===== src/rtl/mode_cfg_pkg.sv =====
// constants and types for the operating mode configuration register
package mode_cfg_pkg;

  // ==========================================================
  // serial command byte layout
  localparam int CMD_BITS = 8;
  localparam int DATA_BITS = 16;
  localparam int CMD_DIR_POS = 7;
  localparam int CMD_ADDR_MSB = 5;
  localparam logic [5:0] MODE_ADDR = 6'h09;

  // ==========================================================
  // mode register field positions and reset value
  localparam int TEMP_START_POS = 5;
  localparam int SOFT_RESET_POS = 6;
  localparam logic [15:0] MODE_RESET = 16'h000C;

  // ==========================================================
  // timing: soft reset hold, master clock 10 MHz
  localparam int CLK_KHZ = 10000;
  localparam int SOFT_RESET_HOLD_NS = 18000;
  localparam int SOFT_RESET_HOLD_CYC =
    (SOFT_RESET_HOLD_NS * CLK_KHZ + 999999) / 1000000;

  // waveform rate divider masks: clock/128, /256, /512, /1024
  localparam logic [9:0] RATE_MASK_128 = 10'h07F;
  localparam logic [9:0] RATE_MASK_256 = 10'h0FF;
  localparam logic [9:0] RATE_MASK_512 = 10'h1FF;
  localparam logic [9:0] RATE_MASK_1024 = 10'h3FF;

  // waveform source codes
  localparam logic [1:0] WAVE_SRC_POWER = 2'h0;
  localparam logic [1:0] WAVE_SRC_RESERVED = 2'h1;
  localparam logic [1:0] WAVE_SRC_CH1 = 2'h2;
  localparam logic [1:0] WAVE_SRC_CH2 = 2'h3;
  localparam int SAMPLE_BITS = 24;

  // decoded mode register, bit 15 first
  typedef struct packed {
    logic positive_only_accum;
    logic [1:0] waveform_source_select;
    logic [1:0] waveform_rate_select;
    logic input_swap;
    logic second_input_short;
    logic first_input_short;
    logic line_cycle_accum_mode;
    logic soft_chip_reset;
    logic temp_conversion_start;
    logic analog_converter_suspend;
    logic sag_detect_disable;
    logic pulse_output_disable;
    logic power_lowpass_bypass;
    logic highpass_bypass;
  } mode_ctrl_t;

  // serial port state, one-hot
  typedef enum logic [3:0] {
    ST_CMD = 4'b0001,
    ST_WRITE = 4'b0010,
    ST_READ = 4'b0100,
    ST_SKIP = 4'b1000
  } port_state_t;

endpackage


===== src/rtl/mode_cfg_reg.sv =====
// operating mode register with its serial port and waveform selector
//
// Behaviour
// - bit 0 bypasses channel-1 high-pass filter
// - bit 1 bypasses post-multiplier low-pass filter
// - bit 2 disables pulse output, resets set
// - bit 3 disables sag detection, resets set
// - bit 5 starts temperature conversion, self-clears
// - soft reset bit resets all but pin synchronisers, receive shifter and data out flops
// - bit 7 selects line-cycle accumulation
// - bit 8 shorts first converter inputs
// - bit 9 shorts second converter inputs
// - bit 10 swaps voltage and current inputs
// - bits 14:13 select waveform source
// - waveform samples are 24 bits wide
// - bit 15 accumulates positive power only
// - command low six bits select register
// - command bit 7 picks write or read
`timescale 1ns/100ps
`default_nettype none

module mode_cfg_reg
  import mode_cfg_pkg::*;
(
  input wire logic clk_i,
  input wire logic rst_i,
  input wire logic sclk_i,
  input wire logic din_i,
  input wire logic cs_n_i,
  input wire logic temp_done_i,
  input wire logic [SAMPLE_BITS-1:0] power_lpf_i,
  input wire logic [SAMPLE_BITS-1:0] ch1_sample_i,
  input wire logic [SAMPLE_BITS-1:0] ch2_sample_i,
  output logic dout_o,
  output logic dout_oe_o,
  output mode_ctrl_t mode_o,
  output logic temp_start_o,
  output logic soft_reset_o,
  output logic wave_valid_o,
  output logic [SAMPLE_BITS-1:0] wave_data_o
);

  // ==========================================================
  // pin synchronisers
  logic sclk_s1_reg;
  logic sclk_s2_reg;
  logic sclk_d_reg;
  logic din_s1_reg;
  logic din_s2_reg;
  logic cs_n_s1_reg;
  logic cs_n_s2_reg;

  // the first stage is read only by the second stage; the pins gain
  // two clocks of latency, so sclk must hold each level that long
  always_ff @(posedge clk_i)
  begin
    if (rst_i)
    begin
      sclk_s1_reg <= 1'b0;
      sclk_s2_reg <= 1'b0;
      sclk_d_reg <= 1'b0;
      din_s1_reg <= 1'b0;
      din_s2_reg <= 1'b0;
      cs_n_s1_reg <= 1'b1;
      cs_n_s2_reg <= 1'b1;
    end
    else
    begin
      sclk_s1_reg <= sclk_i;
      sclk_s2_reg <= sclk_s1_reg;
      sclk_d_reg <= sclk_s2_reg;
      din_s1_reg <= din_i;
      din_s2_reg <= din_s1_reg;
      cs_n_s1_reg <= cs_n_i;
      cs_n_s2_reg <= cs_n_s1_reg;
    end
  end

  // ==========================================================
  // serial port
  logic sclk_fall;
  logic hold_reg;
  logic [7:0] hold_cnt_reg;
  port_state_t state_reg;
  logic [4:0] bit_cnt_reg;
  logic [DATA_BITS-1:0] rx_reg;
  logic [DATA_BITS-1:0] tx_reg;
  logic [DATA_BITS-1:0] rx_word;
  logic cmd_done;
  logic data_done;
  logic commit;
  mode_ctrl_t mode_reg;
  mode_ctrl_t rx_mode;

  // bits are taken on the falling clock edge; the port is deaf
  // during the soft reset hold, so early host traffic is lost
  assign sclk_fall = sclk_d_reg & ~sclk_s2_reg & ~cs_n_s2_reg & ~hold_reg;
  assign rx_word = {rx_reg[DATA_BITS-2:0], din_s2_reg};
  assign rx_mode = mode_ctrl_t'(rx_word);
  assign cmd_done = sclk_fall && (state_reg == ST_CMD)
    && (bit_cnt_reg == 5'(CMD_BITS - 1));
  assign data_done = sclk_fall && (state_reg != ST_CMD)
    && (bit_cnt_reg == 5'(DATA_BITS - 1));
  // only a complete 16-bit write to the mode address commits
  assign commit = data_done && (state_reg == ST_WRITE);

  // command and data phase sequencing
  always_ff @(posedge clk_i)
  begin
    if (rst_i || hold_reg || cs_n_s2_reg)
    begin
      state_reg <= ST_CMD;
      bit_cnt_reg <= 5'h00;
    end
    else if (sclk_fall)
    begin
      unique case (state_reg)
        ST_CMD:
        begin
          if (cmd_done)
          begin
            bit_cnt_reg <= 5'h00;
            // bit 6 of the command is ignored; reads of any address
            // run a data phase, writes elsewhere are skipped
            if (!rx_word[CMD_DIR_POS])
              state_reg <= ST_READ;
            else if (rx_word[CMD_ADDR_MSB:0] == MODE_ADDR)
              state_reg <= ST_WRITE;
            else
              state_reg <= ST_SKIP;
          end
          else
            bit_cnt_reg <= bit_cnt_reg + 5'h01;
        end
        ST_WRITE, ST_READ, ST_SKIP:
        begin
          if (data_done)
          begin
            state_reg <= ST_CMD;
            bit_cnt_reg <= 5'h00;
          end
          else
            bit_cnt_reg <= bit_cnt_reg + 5'h01;
        end
      endcase
    end
  end

  // receive shifter, msb first
  always_ff @(posedge clk_i)
  begin
    if (rst_i)
      rx_reg <= 16'h0000;
    else if (sclk_fall)
      rx_reg <= rx_word;
  end

  // read shifter: loaded at the end of a read command, then one bit
  // moves out per falling edge; unmapped addresses read as zero
  always_ff @(posedge clk_i)
  begin
    if (rst_i || hold_reg)
      tx_reg <= 16'h0000;
    else if (cmd_done && !rx_word[CMD_DIR_POS])
      tx_reg <= (rx_word[CMD_ADDR_MSB:0] == MODE_ADDR) ?
        16'(mode_reg) : 16'h0000;
    else if (sclk_fall && state_reg == ST_READ)
      tx_reg <= {tx_reg[DATA_BITS-2:0], 1'b0};
  end

  // data out driven only during a read phase of a live frame
  always_ff @(posedge clk_i)
  begin
    if (rst_i)
    begin
      dout_o <= 1'b0;
      dout_oe_o <= 1'b0;
    end
    else
    begin
      dout_o <= tx_reg[DATA_BITS-1];
      dout_oe_o <= (state_reg == ST_READ) && !cs_n_s2_reg;
    end
  end

  // ==========================================================
  // soft reset sequence
  // a write with the reset bit set reloads the register's reset value and holds
  // all but the pin synchronisers, the receive shifter and the data out flops in reset for the host wait time
  always_ff @(posedge clk_i)
  begin
    if (rst_i)
    begin
      hold_reg <= 1'b0;
      hold_cnt_reg <= 8'h00;
    end
    else if (commit && rx_mode.soft_chip_reset)
    begin
      hold_reg <= 1'b1;
      hold_cnt_reg <= 8'(SOFT_RESET_HOLD_CYC - 1);
    end
    else if (hold_reg)
    begin
      if (hold_cnt_reg == 8'h00)
        hold_reg <= 1'b0;
      else
        hold_cnt_reg <= hold_cnt_reg - 8'h01;
    end
  end

  // the hold flag itself tells the datapath to stay in reset
  assign soft_reset_o = hold_reg;

  // ==========================================================
  // mode register
  // written value applies in the cycle after the last data bit;
  // a write that sets the start bit beats a finishing conversion
  always_ff @(posedge clk_i)
  begin
    if (rst_i || hold_reg)
      mode_reg <= mode_ctrl_t'(MODE_RESET);
    else if (commit)
    begin
      mode_reg <= rx_mode;
      mode_reg.soft_chip_reset <= 1'b0;
      if (rx_mode.soft_chip_reset)
        mode_reg <= mode_ctrl_t'(MODE_RESET);
    end
    else if (temp_done_i)
      mode_reg.temp_conversion_start <= 1'b0;
  end

  // decoded fields leave straight from the register
  assign mode_o = mode_reg;

  // start pulse for the temperature converter
  always_ff @(posedge clk_i)
  begin
    if (rst_i || hold_reg)
      temp_start_o <= 1'b0;
    else
      temp_start_o <= commit && rx_mode.temp_conversion_start
        && !rx_mode.soft_chip_reset;
  end

  // ==========================================================
  // waveform sampling
  logic [9:0] div_reg;
  logic [9:0] rate_mask;
  logic rate_tick;

  // free-running divider; the rate code picks how many low bits wrap
  always_comb
  begin
    unique case (mode_reg.waveform_rate_select)
      2'h0: rate_mask = RATE_MASK_128;
      2'h1: rate_mask = RATE_MASK_256;
      2'h2: rate_mask = RATE_MASK_512;
      2'h3: rate_mask = RATE_MASK_1024;
    endcase
  end

  // the divider wraps at 1024, a multiple of every rate period
  assign rate_tick = (div_reg & rate_mask) == rate_mask;

  // restarted by a soft reset so the first sample is a full period
  always_ff @(posedge clk_i)
  begin
    if (rst_i || hold_reg)
      div_reg <= 10'h000;
    else
      div_reg <= div_reg + 10'h001;
  end

  // the reserved source yields zero samples rather than stale data
  always_ff @(posedge clk_i)
  begin
    if (rst_i || hold_reg)
    begin
      wave_valid_o <= 1'b0;
      wave_data_o <= 24'h00_0000;
    end
    else
    begin
      wave_valid_o <= rate_tick;
      if (rate_tick)
      begin
        unique case (mode_reg.waveform_source_select)
          WAVE_SRC_POWER: wave_data_o <= power_lpf_i;
          WAVE_SRC_RESERVED: wave_data_o <= 24'h00_0000;
          WAVE_SRC_CH1: wave_data_o <= ch1_sample_i;
          WAVE_SRC_CH2: wave_data_o <= ch2_sample_i;
        endcase
      end
    end
  end

endmodule

`default_nettype wire


===== config.mk =====
export PLATFORM = sky130hd
export DESIGN_NAME = mode_cfg_reg
export DESIGN_NICKNAME = d
export VERILOG_FILES = /design/src/rtl/mode_cfg_pkg.sv /design/src/rtl/mode_cfg_reg.sv
export SDC_FILE = /design/constraint.sdc
export NUM_CORES = 1
export LEC_CHECK = 0
export BUFFER_PORTS_ARGS = -buffer_cell sky130_fd_sc_hd__buf_2
export CORE_AREA = 5 5 110 91
export CTS_CLUSTER_DIAMETER = 40
export CTS_CLUSTER_SIZE = 8
export DETAILED_ROUTE_END_ITERATION = 16
export DIE_AREA = 0 0 115 96
export PLACE_DENSITY = 0.87
export SLEW_MARGIN = 20
export SYNTH_ARGS = -nofsm -noshare
export SYNTH_HDL_FRONTEND = slang
export SYNTH_SLANG_ARGS = --single-unit

===== constraint.sdc =====
create_clock -name clk_i -period 3 [get_ports clk_i]
set_clock_uncertainty 0.2 [all_clocks]
set_input_delay 0 -clock clk_i [delete_from_list [all_inputs] [get_ports clk_i]]
set_output_delay 0 -clock clk_i [all_outputs]
set_load 0.1 [all_outputs]

-- After elaboration in Yosys (flattened, before gate mapping)
Cells that the tools add are included.
- register bits after elaboration: 110
- input port bits: 78
- $add $sub $neg: 3
- equal/unequal tests: 18
- muxes and demuxes: 22
- bitwise logic cells: 8
- reductions and logical operators: 27
- operators by type and width (operator ; number):
    24-bit case mux with 4 select lines ; 1
    16-bit 2-to-1 mux ; 4
    10-bit case mux with 4 select lines ; 1
    8-bit 2-to-1 mux ; 3
    4-bit 2-to-1 mux ; 4
    1-bit logical AND ; 11
    10-bit by 1-bit adder with 10-bit output (second input constant) ; 1
    10-bit AND ; 1
    10-bit == test ; 1
    5-bit 2-to-1 mux ; 2
    5-bit case mux with 2 select lines ; 1
    2-bit == test (second input constant) ; 4
    8-bit logical NOT ; 1
    4-bit case mux with 2 select lines ; 1
    8-bit by 1-bit subtractor with 8-bit output (second input constant) ; 1
    6-bit by 4-bit == test with 1-bit output (second input constant) ; 1
    2-bit inequality test (second input constant) ; 3
    2-bit nonzero test ; 3
    5-bit by 1-bit adder with 5-bit output (second input constant) ; 1
    5-bit by 3-bit == test with 1-bit output (second input constant) ; 1
    5-bit by 4-bit == test with 1-bit output (second input constant) ; 1
    1-bit 2-to-1 mux ; 5
    2-bit by 1-bit == test with 1-bit output (second input constant) ; 2
    4-bit by 1-bit == test with 1-bit output (second input constant) ; 1
    other kinds (13) ; 23

-- Depth between registers and ports, before layout
- depth after elaboration: 10
- depth in mapped cells: 8
- gate-level depth less buffers: 7

-- Least setup slack after synthesis
No wires, ideal clock.
- kind: register to register
- start point: reg hold_reg, in the netlist soft_reset_o
- end point: reg bit_cnt_reg[4]
- arrival: 2211 ps
- required time: 2666 ps
- slack: 455 ps
- stages on the path, launching flop included: 7
- path buffers: 2
- path through: dfxtp_1 buf_6 or4b_4 buf_6 or3_1 o211ai_2 a211oi_1
- word-level cells in the longest chain between the ends: 6
- elaborated cells on any way between the ends: 11
- ends and longest elaborated chain (element ; line ; RTL):
    start, declared ; mode_cfg_reg.sv:82 ; logic hold_reg;
    start signal, assigned ; mode_cfg_reg.sv:194 ; hold_reg <= 1'b0;
    start signal, assigned ; mode_cfg_reg.sv:199 ; hold_reg <= 1'b1;
    start signal, assigned ; mode_cfg_reg.sv:205 ; hold_reg <= 1'b0;
    1-bit NOT ; mode_cfg_reg.sv:97 ; assign sclk_fall = sclk_d_reg & ~sclk_s2_reg & ~cs_n_s2_reg & ~hold_reg;
    1-bit AND ; mode_cfg_reg.sv:97 ;
    1-bit logical AND, on equally long branches ; mode_cfg_reg.sv:102, mode_cfg_reg.sv:100 ;
    1-bit logical AND, on equally long branches ; mode_cfg_reg.sv:103, mode_cfg_reg.sv:101 ;
    5-bit 2-to-1 mux, on equally long branches ; mode_cfg_reg.sv:137, mode_cfg_reg.sv:120 ;
    5-bit case mux with 2 select lines ; mode_cfg_reg.sv:117 ; unique case (state_reg)
    end signal, assigned ; mode_cfg_reg.sv:133 ; bit_cnt_reg <= bit_cnt_reg + 5'h01;
    end signal, assigned ; mode_cfg_reg.sv:143 ; bit_cnt_reg <= bit_cnt_reg + 5'h01;
    end, declared ; mode_cfg_reg.sv:85 ; logic [4:0] bit_cnt_reg;
Parallel ways exist; a longest one is shown, timed or not.
A chain may end at the register's enable or synchronous reset.

-- Final worst setup path
- start point: reg mode_reg (netlist bit mode_o[13])
- end point: reg wave_data_o[7]
- word-level cells in the longest chain between the ends: 2
- elaborated cells on any way between the ends: 5
- ends and longest elaborated chain (element ; line ; RTL):
    start, declared ; mode_cfg_reg.sv:92 ; mode_ctrl_t mode_reg;
    start signal, assigned ; mode_cfg_reg.sv:221 ; mode_reg <= mode_ctrl_t'(MODE_RESET);
    start signal, assigned ; mode_cfg_reg.sv:224 ; mode_reg <= rx_mode;
    start signal, assigned ; mode_cfg_reg.sv:227 ; mode_reg <= mode_ctrl_t'(MODE_RESET);
    2-bit == test (tied with other cells) ; mode_cfg_reg.sv:288 ; unique case (mode_reg.waveform_source_select)
    24-bit case mux with 4 select lines * ; mode_cfg_reg.sv:288 ;
    end signal, assigned ; mode_cfg_reg.sv:289 ; WAVE_SRC_POWER: wave_data_o <= power_lpf_i;
    end signal, assigned ; mode_cfg_reg.sv:291 ; WAVE_SRC_CH1: wave_data_o <= ch1_sample_i;
    end signal, assigned ; mode_cfg_reg.sv:292 ; WAVE_SRC_CH2: wave_data_o <= ch2_sample_i;
    end, declared ; mode_cfg_reg.sv:40 ; output logic [SAMPLE_BITS-1:0] wave_data_o
Every way passes the cells marked *; elsewhere a longest branch is shown, timed or not.

==> flow_summary.json <==
{
  "met3_usage_pct": 5.15,
  "syn_avg_cell_area_sq_um": 9.18,
  "die-area_sq_um": 11000,
  "start_util_pct": 55.0,
  "synthFlopType": "dfxtp_1",
  "synth.distinct_cells": 50,
  "max-slew-margin-rel_pct": 35.8,
  "top_usage_layer": "met2",
  "cts_resized": 0,
  "p_leak_nw": 2.53,
  "grt_antenna_before_repair": 0,
  "die_w_um": 115,
  "grt_max_degree": 51,
  "htreeDepth": 3,
  "hold_buffers": 53,
  "syn-num-nets": 613,
  "drt_iter0_drc": 440,
  "max-cap-violations": 0,
  "ys_ff_latch": 109,
  "row_count": 31,
  "overflow": 0,
  "max_freq_mhz": 385,
  "grt_pass1_wl_um": 21900,
  "yosysWarnings": 0,
  "regArea_sq_um": 2180,
  "gp_congestion": 0.809,
  "wl_um": 13700,
  "root_buffer": "clkbuf_8",
  "via_per_inst": 5.88,
  "area_growth_pct": 28.6,
  "use_met1_pct": 31.0,
  "whs_ns": 0.0191,
  "status": "finished, final reports clean",
  "setup_tns_ns": 0,
  "synth_largest_area_cell": "dfxtp_1",
  "drv_slew": 0,
  "grtUsageMet2_pct": 41.3,
  "cts_buffer_depth": 2,
  "fin_nets": 767,
  "drive_gt1_share_pct": 26.2,
  "hold_viol": 0,
  "clkSlewWorstSetupHoldPaths_ns": 0.09,
  "syn_inst": 530,
  "grt_pass1_vias": 4520,
  "ys_seq_area_share_pct": 44.8,
  "synth.area.top_cells": "dfxtp_1, a211oi_1, mux2_2, a21oi_1, nand2_1",
  "antenna_left": 0,
  "rsz0062_at_grt": "false",
  "insertion_delay_ns": 0.36,
  "cts_tree": "done",
  "first_pass_iters": 7,
  "vias": 4722,
  "finalSetupViolCount": 0,
  "wl_per_cell_um": 17.1,
  "hpwl_um": 8750,
  "vdd_drop_max_uv": 276,
  "power.density_nw_per_um2": 399,
  "period_minus_slack_ns": 2.60,
  "crit_path_start_kind": "flip-flop",
  "async_reset_ff_share_pct": 0,
  "critPathKind": "reg -> reg",
  "largest_reg_flops": 24,
  "synth_edf_count": 0,
  "drc_errors": 0,
  "finalCritPeriodShare_pct": 86.7,
  "end_kind": "flip-flop",
  "multi_input_area_sq_um": 2480,
  "worstMarginPinSlew_ns": 0.963,
  "io_buffers": 121,
  "core_sq_um": 8840,
  "cts_setup_buffers": 0,
  "fp.dieH_um": 96,
  "required_ns": 3.01,
  "syn_area_sq_um": 4870,
  "io-pin-count": 123,
  "fill_cells": 645,
  "synth_top_area_share_pct": 44.8,
  "grt_usage_pct": 24.5,
  "cts_buffers": 9,
  "crit_fanout": 15,
  "hold_class": "in -> reg",
  "cts_sinks": 109,
  "cp_data_arrival_time_ns": 2.61
}
-- where the power goes --
group          internal, mW  total [mW]  leakage, nW  switching [mW]
combinational         0.110       0.183         1.56          0.0725
clock                 0.400       0.853       0.0923           0.453
sequential             1.45        1.46        0.880         0.00552
-- synth_stat cells, types with 2 or more instances --
| library cell | instances |
|---|---|
| dfxtp_1 | 109 |
| nand2_1 | 53 |
| a21oi_1 | 52 |
| a211oi_1 | 39 |
| clkbuf_1 | 30 |
| a31oi_1 | 26 |
| mux2_2 | 25 |
| a22oi_1 | 24 |
| nor2_1 | 22 |
| mux2i_1 | 16 |
| nand3b_1 | 14 |
| inv_1 | 9 |
| xor2_1 | 9 |
| nor3_1 | 8 |
| nor2b_1 | 7 |
| buf_2 | 6 |
| nand3_1 | 6 |
| or3_1 | 6 |
| xnor2_1 | 6 |
| ha_1 | 5 |
| o21ai_0 | 5 |
| buf_1 | 4 |
| or2_2 | 4 |
| nand2b_1 | 3 |
| nand4_1 | 3 |
| nor4_1 | 3 |
| nor4b_1 | 3 |
| o31ai_1 | 3 |
| a32o_1 | 2 |
| and2_1 | 2 |
| and3_1 | 2 |
| buf_6 | 2 |
| nor3b_1 | 2 |
| nor4b_2 | 2 |
| o211ai_1 | 2 |
| o311ai_0 | 2 |
-- worst paths after layout --
check | startpoint | endpoint | slack [ns] | depth (start not counted)
worst min-delay path | ch1_sample_i[14] | wave_data_o[14]$_SDFFE_PP0P_ | 0.02 | 4
worst max register to register | mode_o[13]$_SDFFE_PP0N_ | wave_data_o[7]$_SDFFE_PP0P_ | 0.40 | 5
worst min register to register | cs_n_s1_reg$_SDFF_PP1_ | cs_n_s2_reg$_SDFF_PP1_ | 0.24 | 1
worst max-delay path | mode_o[13]$_SDFFE_PP0N_ | wave_data_o[7]$_SDFFE_PP0P_ | 0.40 | 5
-- layer usage --
metal  vias up  wire length (um)
li1       2256                 -
met1      2222              5640
met2       195              6850
met3        49               795
met4         0               432
met5         -                 0
-- placed cells by master, fill, tap and decap left out, types with 16 or more instances in the layout --
cell           count
buf_2            121
dfxtp_1          109
nand2_1           53
dlygate4sd3_1     53
a21oi_1           52
a211oi_1          39
a31oi_1           26
mux2_2            25
a22oi_1           24
nor2_1            22
mux2i_1           16
-- cells by family (layout without fill, tap and decap cells) --
| group | after synthesis | after routing | synth area share [%] |
|---|---|---|---|
| adders and majority gates | 5 | 5 | 1.29 |
| muxes | 41 | 41 | 9.07 |
| AOI/OAI and AO/OA | 160 | 160 | 21.3 |
| DFF | 109 | 109 | 44.8 |
| xor gates and xnor gates | 15 | 15 | 2.70 |
| buffers and inverters | 52 | 209 | 4.55 |
| other | 1 | 2 | 0.0770 |
| and+or+nand+nor | 147 | 147 | 16.1 |
-- cell type report --
type / instances / area share, %
Multi-Input combinational cell: 369 / 39.6
Sequential cell: 109 / 34.9
Timing Repair Buffer: 186 / 19.8
Clock buffer: 12 / 2.32
Tap cell: 115 / 2.30
Clock inverter: 2 / 0.560
Inverter: 9 / 0.540
Antenna cell: 1 / 0.0400
-- critical path, cell delays in order (launching register included) --
cell and delay (ns):
dfxtp_1 0.80, buf_12 0.24, mux2_2 0.37, a22oi_1 0.18, dlygate4sd3_1 0.59, a211oi_1 0.07
-- metrics by stage --
step | total power [mW] | worst slack (ns) | area (sq um) | std cells | utilization [%]
2_1_floorplan | 1.55 | 0.455 | 4870 | 530 | -
3_3_place_gp | 1.61 | 0.877 | 5550 | 735 | 62.7
3_5_place_dp | 1.61 | 0.824 | 5550 | 735 | 62.7
4_1_cts | 2.50 | 0.450 | 6260 | 802 | 70.7
5_1_grt | 2.59 | 0.279 | 6260 | 802 | 70.7
6_report | 2.49 | 0.400 | 6260 | 803 | 70.8
(Power assumes the default switching activity.)
